### src/common/icu_pkg.sv
// Package with register map, field layouts and encodings of the input capture unit
package icu_pkg;

    localparam int ICU_ADDR_W = 4;
    localparam logic [ICU_ADDR_W-1:0] ICU_OFS_CTRL_ONE = 4'h0;
    localparam logic [ICU_ADDR_W-1:0] ICU_OFS_CTRL_TWO = 4'h4;
    localparam logic [ICU_ADDR_W-1:0] ICU_OFS_FIFO = 4'h8;
    localparam logic [ICU_ADDR_W-1:0] ICU_OFS_COUNTER = 4'hC;

    localparam int ICU_FIFO_DEPTH = 4;
    localparam int ICU_PTR_W = 2;
    localparam logic [3:0] ICU_DIV16_LAST = 4'hF;
    localparam logic [3:0] ICU_DIV4_LAST = 4'h3;
    localparam logic [15:0] ICU_COUNT_MAX = 16'hFFFF;

    typedef enum logic [2:0] {
        ICU_MODE_OFF = 3'b000,
        ICU_MODE_EVERY_EDGE = 3'b001,
        ICU_MODE_FALL = 3'b010,
        ICU_MODE_RISE = 3'b011,
        ICU_MODE_RISE_DIV4 = 3'b100,
        ICU_MODE_RISE_DIV16 = 3'b101,
        ICU_MODE_UNUSED = 3'b110,
        ICU_MODE_WAKE = 3'b111
    } icu_mode_t;

    typedef enum logic [2:0] {
        ICU_TB_TIMER3 = 3'b000,
        ICU_TB_TIMER2 = 3'b001,
        ICU_TB_TIMER4 = 3'b010,
        ICU_TB_TIMER5 = 3'b011,
        ICU_TB_TIMER1 = 3'b100,
        ICU_TB_RSVD_5 = 3'b101,
        ICU_TB_RSVD_6 = 3'b110,
        ICU_TB_SYSCLK = 3'b111
    } icu_tbase_t;

    // Index of each time base tick in the tick vector
    localparam int ICU_TICK_TIMER1 = 0;
    localparam int ICU_TICK_TIMER2 = 1;
    localparam int ICU_TICK_TIMER3 = 2;
    localparam int ICU_TICK_TIMER4 = 3;
    localparam int ICU_TICK_TIMER5 = 4;

    localparam logic [4:0] ICU_SYNC_NONE = 5'b00000;
    localparam logic [4:0] ICU_SYNC_RSVD_A = 5'b10000;
    localparam logic [4:0] ICU_SYNC_RSVD_B = 5'b10001;
    localparam logic [4:0] ICU_SYNC_RSVD_C = 5'b11111;

    // Control one: [13] halt, [12:10] time base, [6:5] rate, [4] ovf, [3] not empty, [2:0] mode
    typedef struct packed {
        logic [1:0] rsvd_15_14;
        logic halt_in_idle;
        logic [2:0] time_base_select;
        logic [2:0] rsvd_9_7;
        logic [1:0] captures_per_interrupt;
        logic capture_overflow_flag;
        logic buffer_not_empty_flag;
        logic [2:0] capture_mode_select;
    } icu_ctrl_one_t;

    // Control two: [8] cascade, [7] trigger, [6] trigger status, [4:0] source
    typedef struct packed {
        logic [6:0] rsvd_15_9;
        logic cascade_enable;
        logic trigger_not_sync_select;
        logic trigger_status;
        logic rsvd_5;
        logic [4:0] sync_source_select;
    } icu_ctrl_two_t;

    localparam logic [15:0] ICU_CTRL_ONE_RESET = 16'h0000;
    localparam logic [15:0] ICU_CTRL_TWO_RESET = 16'h000D;
    localparam logic [15:0] ICU_CTRL_ONE_WMASK = 16'h3C67;
    localparam logic [15:0] ICU_CTRL_TWO_WMASK = 16'h01DF;

    // Signals exchanged between the two channels of a cascaded pair
    typedef struct packed {
        logic cascade_enable;
        logic capture;
        logic wrap;
        logic counter_clear;
    } icu_pair_t;

endpackage

### src/hdl/icu_input_capture_unit.sv
// Input capture channel with Wishbone register slave, 4-entry FIFO and cascade link
// Behaviour
// RULE_01 - Mode 011 rising, 010 falling, 001 every edge captures.
// RULE_02 - Mode 101 every sixteenth rising edge, 100 every fourth.
// RULE_03 - Mode 000 off; unused 110 disabled too.
// RULE_04 - Mode 111 only wakes on rising edge in sleep or idle.
// RULE_05 - Rate 00..11 interrupts after one to four captures.
// RULE_06 - Every-edge mode ignores the rate field.
// RULE_07 - Read-only not-empty flag; clears when all read.
// RULE_08 - Read-only overflow flag.
// RULE_09 - Halt-in-idle stops the channel during idle.
// RULE_10 - Time base 111 clock; 100,011,010,001,000 timers 1,5,4,2,3.
// RULE_11 - Cascade enable in both neighbours makes one 32-bit channel.
// RULE_12 - Trigger select: set trigger, clear synchronous.
// RULE_13 - Trigger status set by hardware or software; clear holds counter.
// RULE_14 - Source 00000 none; reserved codes give no event.
// RULE_15 - Comparator, converter, charge-time codes only as triggers; the code also accepts them in synchronous mode.
// RULE_16 - A channel is never its own trigger source.
// RULE_17 - Software empties the FIFO before configuring.
// RULE_18 - Synchronous channel held cleared until its source fires.
// RULE_19 - Even channel set up first, same selections in both.
// RULE_20 - Even channel runs synchronously with the odd.
// RULE_21 - Odd channel's rate, trigger and mode govern a pair.
// RULE_22 - 32-bit value: odd buffer low, even buffer high.
// RULE_23 - Counter counts up, wraps to zero, pushed on capture.
// RULE_24 - Sync event clears counter; trigger mode waits.
// RULE_25 - Source 00000 with trigger set waits for software status.
// RULE_26 - Odd counter wrap increments the even counter.
// RULE_27 - Four-entry FIFO; capture when full sets overflow, cleared when off.
//
// The implementer's own choices: the address map and the Wishbone register port.
`timescale 1ns/1ps
`default_nettype none
module icu_input_capture_unit
    import icu_pkg::*;
(
    input wire logic clk_in, // 100 MHz system clock
    input wire logic rst_b_in, // Asynchronous reset, active low
    input wire logic wb_cyc_in, // Wishbone cycle
    input wire logic wb_stb_in, // Wishbone strobe
    input wire logic wb_we_in, // Wishbone write enable
    input wire logic [ICU_ADDR_W-1:0] wb_adr_in, // Wishbone byte address
    input wire logic [3:0] wb_sel_in, // Wishbone byte selects
    input wire logic [31:0] wb_dat_in, // Wishbone write data
    output logic [31:0] wb_dat_out, // Wishbone read data
    output logic wb_ack_out, // Wishbone acknowledge
    input wire logic capture_input_pin, // External pulse input
    input wire logic [4:0] timebase_tick_in, // Timer 1..5 count ticks
    input wire logic [31:0] sync_events_in, // Source event pulses, indexed by code
    input wire logic cpu_idle_in, // Processor idle
    input wire logic cpu_sleep_in, // Device sleep
    input wire logic upper_half_in, // This channel is the even (upper) one
    input wire icu_pair_t pair_in, // From the neighbour channel
    output icu_pair_t pair_out, // To the neighbour channel
    output logic capture_irq_out, // Interrupt event pulse
    output logic wake_out // Wake event pulse
);

    icu_ctrl_one_t ctrl_one_r;
    icu_ctrl_two_t ctrl_two_r;
    logic wb_ack_r;
    logic [31:0] wb_dat_r;
    logic pin_prev_r;
    logic [3:0] presc_r;
    logic [1:0] irq_cnt_r;
    logic [15:0] counter_r;
    logic sync_seen_r;
    logic [15:0] fifo_mem_r [ICU_FIFO_DEPTH];
    logic [ICU_PTR_W-1:0] wr_ptr_r;
    logic [ICU_PTR_W-1:0] rd_ptr_r;
    logic [ICU_PTR_W:0] fill_r;
    logic ovf_r;
    logic trig_r;
    logic irq_r;
    logic wake_r;

    logic bus_req;
    logic wr_ctrl_one;
    logic wr_ctrl_two;
    logic rd_fifo;
    logic [15:0] wmask;
    icu_mode_t mode;
    logic cascaded;
    logic upper;
    logic halted;
    logic active;
    logic rise;
    logic fall;
    logic edge_hit;
    logic capture;
    logic fifo_full;
    logic fifo_empty;
    logic push;
    logic pop;
    logic tick;
    logic src_reserved;
    logic src_event;
    logic trig_mode;
    logic sync_mode;
    logic hold_clear;
    logic sync_reset;
    logic count_en;
    logic wrap;
    logic irq_fire;
    logic [15:0] ctrl_one_rd;
    logic [15:0] ctrl_two_rd;

    // Bus decode; one wait state, ack drops the cycle after it is given
    assign bus_req = wb_cyc_in & wb_stb_in & ~wb_ack_r;
    assign wr_ctrl_one = bus_req & wb_we_in & (wb_adr_in == ICU_OFS_CTRL_ONE);
    assign wr_ctrl_two = bus_req & wb_we_in & (wb_adr_in == ICU_OFS_CTRL_TWO);
    assign rd_fifo = bus_req & ~wb_we_in & (wb_adr_in == ICU_OFS_FIFO);
    assign wmask = {{8{wb_sel_in[1]}}, {8{wb_sel_in[0]}}};

    assign mode = icu_mode_t'(ctrl_one_r.capture_mode_select);
    assign cascaded = ctrl_two_r.cascade_enable & pair_in.cascade_enable; // RULE_11
    assign upper = cascaded & upper_half_in;
    assign halted = ctrl_one_r.halt_in_idle & cpu_idle_in; // RULE_09

    // Channel runs unless off, unused, wake-only or halted in idle
    always_comb begin
        case (mode)
            ICU_MODE_OFF: active = 1'b0; // RULE_03
            ICU_MODE_UNUSED: active = 1'b0; // RULE_03
            ICU_MODE_WAKE: active = 1'b0; // RULE_04
            ICU_MODE_EVERY_EDGE: active = ~halted;
            ICU_MODE_FALL: active = ~halted;
            ICU_MODE_RISE: active = ~halted;
            ICU_MODE_RISE_DIV4: active = ~halted;
            ICU_MODE_RISE_DIV16: active = ~halted;
            default: active = 1'b0;
        endcase
    end

    assign rise = capture_input_pin & ~pin_prev_r;
    assign fall = ~capture_input_pin & pin_prev_r;

    always_comb begin
        case (mode)
            ICU_MODE_EVERY_EDGE: edge_hit = rise | fall; // RULE_01
            ICU_MODE_FALL: edge_hit = fall; // RULE_01
            ICU_MODE_RISE: edge_hit = rise; // RULE_01
            ICU_MODE_RISE_DIV4: edge_hit = rise & (presc_r[1:0] == ICU_DIV4_LAST[1:0]); // RULE_02
            ICU_MODE_RISE_DIV16: edge_hit = rise & (presc_r == ICU_DIV16_LAST); // RULE_02
            default: edge_hit = 1'b0;
        endcase
    end

    // The upper half follows the odd channel's capture decision
    assign capture = active & ~hold_clear & (upper ? pair_in.capture : edge_hit); // RULE_21

    // Time base selection
    always_comb begin
        case (icu_tbase_t'(ctrl_one_r.time_base_select))
            ICU_TB_SYSCLK: tick = 1'b1; // RULE_10
            ICU_TB_TIMER1: tick = timebase_tick_in[ICU_TICK_TIMER1]; // RULE_10
            ICU_TB_TIMER5: tick = timebase_tick_in[ICU_TICK_TIMER5]; // RULE_10
            ICU_TB_TIMER4: tick = timebase_tick_in[ICU_TICK_TIMER4]; // RULE_10
            ICU_TB_TIMER2: tick = timebase_tick_in[ICU_TICK_TIMER2]; // RULE_10
            ICU_TB_TIMER3: tick = timebase_tick_in[ICU_TICK_TIMER3]; // RULE_10
            default: tick = 1'b0;
        endcase
    end

    // Reserved source codes never produce an event
    assign src_reserved = (ctrl_two_r.sync_source_select == ICU_SYNC_NONE)
        | (ctrl_two_r.sync_source_select == ICU_SYNC_RSVD_A)
        | (ctrl_two_r.sync_source_select == ICU_SYNC_RSVD_B)
        | (ctrl_two_r.sync_source_select == ICU_SYNC_RSVD_C); // RULE_14
    assign src_event = ~src_reserved & sync_events_in[ctrl_two_r.sync_source_select]; // RULE_14

    // Upper half always runs synchronously with the odd channel
    assign trig_mode = ~upper & ctrl_two_r.trigger_not_sync_select; // RULE_12 RULE_20
    assign sync_mode = ~upper & ~ctrl_two_r.trigger_not_sync_select & ~src_reserved; // RULE_12
    assign hold_clear = upper ? pair_in.counter_clear
        : ((trig_mode & ~trig_r) | (sync_mode & ~sync_seen_r)); // RULE_13 RULE_18
    assign sync_reset = upper ? 1'b0 : (sync_mode & src_event); // RULE_24
    assign count_en = active & ~hold_clear & (upper ? pair_in.wrap : tick); // RULE_26
    assign wrap = count_en & (counter_r == ICU_COUNT_MAX);

    assign fifo_full = (fill_r == ICU_PTR_W'(0) + (ICU_PTR_W+1)'(ICU_FIFO_DEPTH));
    assign fifo_empty = (fill_r == '0);
    assign push = capture & ~fifo_full;
    assign pop = rd_fifo & ~fifo_empty;

    // Every-edge mode interrupts on each capture; the upper half never interrupts
    assign irq_fire = capture & ~upper
        & ((mode == ICU_MODE_EVERY_EDGE)
        | (irq_cnt_r == ctrl_one_r.captures_per_interrupt)); // RULE_05 RULE_06 RULE_21

    always_comb begin
        ctrl_one_rd = ctrl_one_r;
        ctrl_one_rd[15:14] = '0;
        ctrl_one_rd[9:7] = '0;
        ctrl_one_rd[4] = ovf_r; // RULE_08
        ctrl_one_rd[3] = ~fifo_empty; // RULE_07
        ctrl_two_rd = ctrl_two_r;
        ctrl_two_rd[15:9] = '0;
        ctrl_two_rd[5] = 1'b0;
        ctrl_two_rd[6] = trig_r;
    end

    always_ff @(posedge clk_in or negedge rst_b_in) begin
        if (!rst_b_in) begin
            wb_ack_r <= 1'b0;
            wb_dat_r <= 32'h0000_0000;
        end else begin
            wb_ack_r <= bus_req;
            if (bus_req && !wb_we_in) begin
                case (wb_adr_in)
                    ICU_OFS_CTRL_ONE: wb_dat_r <= {16'h0000, ctrl_one_rd};
                    ICU_OFS_CTRL_TWO: wb_dat_r <= {16'h0000, ctrl_two_rd};
                    ICU_OFS_FIFO: wb_dat_r <= {16'h0000, fifo_mem_r[rd_ptr_r]}; // RULE_22
                    ICU_OFS_COUNTER: wb_dat_r <= {16'h0000, counter_r};
                    default: wb_dat_r <= 32'h0000_0000;
                endcase
            end
        end
    end

    // Control registers; status bits are kept separately
    always_ff @(posedge clk_in or negedge rst_b_in) begin
        if (!rst_b_in) begin
            ctrl_one_r <= icu_ctrl_one_t'(ICU_CTRL_ONE_RESET);
            ctrl_two_r <= icu_ctrl_two_t'(ICU_CTRL_TWO_RESET);
        end else begin
            if (wr_ctrl_one) begin
                ctrl_one_r <= icu_ctrl_one_t'((ctrl_one_r & ~(wmask & ICU_CTRL_ONE_WMASK))
                    | (wb_dat_in[15:0] & wmask & ICU_CTRL_ONE_WMASK));
            end
            if (wr_ctrl_two) begin
                ctrl_two_r <= icu_ctrl_two_t'((ctrl_two_r & ~(wmask & ICU_CTRL_TWO_WMASK))
                    | (wb_dat_in[15:0] & wmask & ICU_CTRL_TWO_WMASK));
            end
        end
    end

    // Trigger status: hardware trigger or software write sets, software write clears
    always_ff @(posedge clk_in or negedge rst_b_in) begin
        if (!rst_b_in) begin
            trig_r <= 1'b0;
        end else if (trig_mode && src_event) begin
            trig_r <= 1'b1; // RULE_13
        end else if (wr_ctrl_two && wb_sel_in[0]) begin
            trig_r <= wb_dat_in[6]; // RULE_13 RULE_25
        end
    end

    // Synchronous channel stays cleared until its source first fires
    always_ff @(posedge clk_in or negedge rst_b_in) begin
        if (!rst_b_in) begin
            sync_seen_r <= 1'b0;
        end else if (!sync_mode || !active) begin
            sync_seen_r <= 1'b0; // RULE_18
        end else if (src_event) begin
            sync_seen_r <= 1'b1; // RULE_18
        end
    end

    always_ff @(posedge clk_in or negedge rst_b_in) begin
        if (!rst_b_in) begin
            counter_r <= 16'h0000;
        end else if (hold_clear || sync_reset || !active) begin
            counter_r <= 16'h0000; // RULE_13 RULE_24
        end else if (count_en) begin
            counter_r <= counter_r + 16'h0001; // RULE_23
        end
    end

    // Edge history and prescaler; prescaler restarts whenever the mode stops it
    always_ff @(posedge clk_in or negedge rst_b_in) begin
        if (!rst_b_in) begin
            pin_prev_r <= 1'b0;
            presc_r <= 4'h0;
        end else begin
            pin_prev_r <= capture_input_pin;
            if (!active || hold_clear) begin
                presc_r <= 4'h0;
            end else if (rise) begin
                presc_r <= presc_r + 4'h1; // RULE_02
            end
        end
    end

    always_ff @(posedge clk_in or negedge rst_b_in) begin
        if (!rst_b_in) begin
            irq_cnt_r <= 2'b00;
            irq_r <= 1'b0;
        end else begin
            irq_r <= irq_fire;
            if (!active) begin
                irq_cnt_r <= 2'b00;
            end else if (irq_fire) begin
                irq_cnt_r <= 2'b00; // RULE_05
            end else if (capture) begin
                irq_cnt_r <= irq_cnt_r + 2'b01; // RULE_05
            end
        end
    end

    // Wake-only mode: rising edge while asleep or idle
    always_ff @(posedge clk_in or negedge rst_b_in) begin
        if (!rst_b_in) begin
            wake_r <= 1'b0;
        end else begin
            wake_r <= (mode == ICU_MODE_WAKE) & rise & (cpu_sleep_in | cpu_idle_in); // RULE_04
        end
    end

    // FIFO storage; a full FIFO drops the new value and keeps the old ones
    always_ff @(posedge clk_in) begin
        if (push) begin
            fifo_mem_r[wr_ptr_r] <= counter_r; // RULE_23 RULE_27
        end
    end

    always_ff @(posedge clk_in or negedge rst_b_in) begin
        if (!rst_b_in) begin
            wr_ptr_r <= '0;
            rd_ptr_r <= '0;
            fill_r <= '0;
        end else begin
            if (push) begin
                wr_ptr_r <= wr_ptr_r + ICU_PTR_W'(1);
            end
            if (pop) begin
                rd_ptr_r <= rd_ptr_r + ICU_PTR_W'(1); // RULE_07
            end
            case ({push, pop})
                2'b10: fill_r <= fill_r + (ICU_PTR_W+1)'(1);
                2'b01: fill_r <= fill_r - (ICU_PTR_W+1)'(1);
                default: fill_r <= fill_r;
            endcase
        end
    end

    // Overflow sticks until the channel is turned off
    always_ff @(posedge clk_in or negedge rst_b_in) begin
        if (!rst_b_in) begin
            ovf_r <= 1'b0;
        end else if (capture && fifo_full) begin
            ovf_r <= 1'b1; // RULE_08 RULE_27
        end else if (mode == ICU_MODE_OFF) begin
            ovf_r <= 1'b0; // RULE_27
        end
    end

    assign wb_ack_out = wb_ack_r;
    assign wb_dat_out = wb_dat_r;
    assign capture_irq_out = irq_r;
    assign wake_out = wake_r;
    assign pair_out.cascade_enable = ctrl_two_r.cascade_enable; // RULE_11
    assign pair_out.capture = capture; // RULE_22
    assign pair_out.wrap = wrap; // RULE_26
    assign pair_out.counter_clear = hold_clear | sync_reset | ~active; // RULE_20

endmodule
`default_nettype wire

### config.mk
export PLATFORM = sky130hd
export DESIGN_NAME = icu_input_capture_unit
export DESIGN_NICKNAME = d
export VERILOG_FILES = /design/src/common/icu_pkg.sv /design/src/hdl/icu_input_capture_unit.sv
export SDC_FILE = /design/constraint.sdc
export NUM_CORES = 1
export LEC_CHECK = 0
export ABC_AREA = 1
export BUFFER_PORTS_ARGS = -buffer_cell sky130_fd_sc_hd__buf_4
export CORE_MARGIN = 1
export CORE_UTILIZATION = 45
export CTS_BUF_LIST = sky130_fd_sc_hd__clkbuf_2 sky130_fd_sc_hd__clkbuf_4 sky130_fd_sc_hd__clkbuf_8
export CTS_CLUSTER_SIZE = 16
export DETAILED_ROUTE_END_ITERATION = 8
export PLACE_DENSITY = 0.69
export SLEW_MARGIN = 20
export SYNTH_ARGS = -nofsm -noshare
export SYNTH_HDL_FRONTEND = slang
export SYNTH_SLANG_ARGS = --single-unit
export TNS_END_PERCENT = 1
### constraint.sdc
create_clock -name clk_in -period 2.8 [get_ports clk_in]
set_input_delay 0.7 -clock clk_in [delete_from_list [all_inputs] [get_ports clk_in]]
set_output_delay 0.7 -clock clk_in [all_outputs]
set_load 0.05 [all_outputs]
==> flow_metrics.tcl <==
set metrics [dict create \
    critical_path_depth 11 \
    grt_busiest_layer "met2" \
    final_common_cell "nand2_1" \
    route.detailed.drc 0 \
    grt_pass1_vias 5112 \
    ys_types 48 \
    slew-limit-headroom_pct 36.4 \
    postSynthCellCount 702 \
    clock_sinks 132 \
    cp_max_fo 16 \
    final_util_pct 56.4 \
    drv_cap 0 \
    critPathSlowestCell "dfstp_2" \
    crit_buf_inv 2 \
    dieArea_mm2 0.0153 \
    ant_nets 0 \
    coreArea_mm2 0.0145 \
    p_total_mw 4.46 \
    layout_common_cells "129 x nand2_1, 121 x buf_4, 73 x inv_1" \
    drtIter0Drc 421 \
    post-cts-setup-buffers 0 \
    regToRegStartpoint "wb_ack_out" \
    instances_no_fill 1024 \
    timing.final.max_slew_violations 0 \
    cts-root-buf "clkbuf_8" \
    power.leakage_nw 3.68 \
    yosys.area.top_type "edfxtp_1" \
    ff2ff_setup_slack_ns 0.45 \
    holdBufCountCts 0 \
    die_w_um 124 \
    numCtsBuffers 17 \
    synthesis.area_mm2 0.00665 \
    dp_cells 992 \
    avgSynthCellArea_um2 9.47 \
    place_congestion 0.894 \
    ys_ff_latch 132 \
    grtUsageMet3_pct 5.07 \
    setup_viol 1 \
    yosysTopAreaCellShare_pct 28.9 \
    cp.required_ns 2.10 \
    die_y_um 124 \
    crit_chain "buf_8 -> nand2_1 -> nand3_1 -> nand2_2 -> nand2_1 -> nand3_2 -> nand3_2 -> nand2_2 -> nand2_4 -> nand2_4 -> buf_8" \
    syn_to_final_growth_pct 22.8 \
    outcome "finished with violations" \
    dp_hpwl_mm 12.0 \
    cts.path.max_buffers 2 \
    dp_slack_ns -0.0471 \
    use_met2_pct 36.3 \
    max_stage_delay_ns 0.62 \
    violations "negative setup slack" \
    grt-ovfl-total 0 \
    worst_slack_ns -0.00597 \
    wl_per_cell_um 16.4 \
    use_met1_pct 32.4 \
    critical_path.top_delay_family "simple AND/OR/NAND/NOR gates" \
    fin_crit_sh_pct 100 \
    finalCriticalPeriod_ns 2.81 \
    hold_violations 0 \
    io_pins 129 \
    cp-end-kind "output pin" \
    detail_route.wirelength_mm 16.8 \
    rsz0062_at_grt "yes" \
    yosysSeqAreaShare_pct 54.5 \
    start_util_pct 45.9 \
    vias 5415 \
    hold_class "input port to asynchronous set/reset pin" \
    viasPerCell 5.29 \
    whs_ns 0.378 \
    path_clk_slew_ns 0.08 \
    powerDensity_mw_per_mm2 546 \
    worst_pin_slew_ns 0.953 \
    std_cell_rows 44 \
    arrival_ns 2.11 \
    finalNetCount 927 \
    reg2reg_depth 11 \
    drive_above_1_share_pct 26.7 \
    synth_area_leaders "edfxtp_1 29%, dfrtp_1 24%, nand2_1 7.4%" \
    worstSkewPairLatency_ns 0.45 \
    numPortBuffers 91 \
    grt_usage_pct 23.2 \
    htreeDepth 4 \
    drt_first_pass_iters 5 \
    antenna_found_initial 0 \
    critPathLaunchType "flop" \
    antenna_cells 0 \
    timing.fmax_mhz 356 \
    post_cts_resize_count 18 \
    crit_type "flop to output pin" \
    ys_warn_count 0 \
    skew_ns 0.0147 \
    grt_max_degree 69 \
    peakVddDrop_mv 0.392 \
    r2r-end "fill_r[2]" \
    synth_edf_count 64 \
    cts_tree "yes" \
    ys.flop_type "dfrtp_1" \
    async_flop_share_pct 51.5 \
    grt_pass1_wl_mm 26.2 \
]
-- worst register-to-register path, cell delays in order (launching register included) --
cell and delay [ns]:
dfrtp_1 0.40, nor3_2 0.28, inv_1 0.16, nor2_2 0.13
nand3_1 0.12, inv_1 0.18, ha_1 0.17, inv_1 0.06
fa_1 0.37, a21oi_1 0.14, o21ai_0 0.11, xnor2_1 0.13
-- final cells by class --
type / count / area (um2)
clock buffers: 21 / 270
repair buffers: 128 / 1030
clock inverters: 11 / 111
fillers: 1279 / 6310
flip-flops and latches: 132 / 3630
multi-input cells: 466 / 2570
inverters: 82 / 320
well taps: 184 / 230
-- stage by stage --
step | instance area [um2] | TNS [ns]
2_1_floorplan | 6710 | -2.06
3_3_place_gp | 7690 | -0.0170
3_5_place_dp | 7690 | -0.0471
4_1_cts | 8140 | -0.0304
5_1_grt | 8170 | -0.243
6_report | 8170 | -0.00597
-- Yosys cell counts, types with 8 or more instances --
cell type	number
o22ai_1	16
clkbuf_1	8
a21oi_1	20
buf_4	22
xor2_1	11
dfrtp_1	65
inv_1	73
nand2_1	131
ha_1	9
mux2_2	13
edfxtp_1	64
o21ai_0	49
nor2_1	70
nand4_1	9
nand3_1	57
-- worst max-delay path by stage --
stage	startpoint	endpoint
2_1_floorplan	capture_input_pin	fifo_mem_r[0][0]
3_3_place_gp	capture_input_pin	fill_r[1]
3_5_place_dp	capture_input_pin	fill_r[1]
4_1_cts	flop	pair_out[0]
5_1_grt	flop	pair_out[0]
6_report	flop	pair_out[0]
-- metal layers --
| layer | vias up | part of all wire [%] |
|---|---|---|
| met5 | - | 0 |
| met4 | 0 | 1.7 |
| met3 | 24 | 5.1 |
| met2 | 186 | 48 |
| met1 | 2616 | 46 |
| li1 | 2589 | - |
-- cells by family after synthesis --
logic type,Yosys count,share of synthesized area (%)
compound gates,109,9.41
xor+xnor,16,2.11
fa+ha+maj,10,1.99
buf+inv,119,8.58
flops,132,54.5
mux,15,2.50
other cells,1,0.0564
simple gates,300,20.8
-- report_power, final --
part	internal (mW)	switching (mW)	total (mW)
Sequential	2.09	0.0576	2.15
Combinational	0.268	0.486	0.755
Clock	0.831	0.724	1.55
Total	3.19	1.27	4.46
No activity file was read; power rests on OpenSTA's default activity.
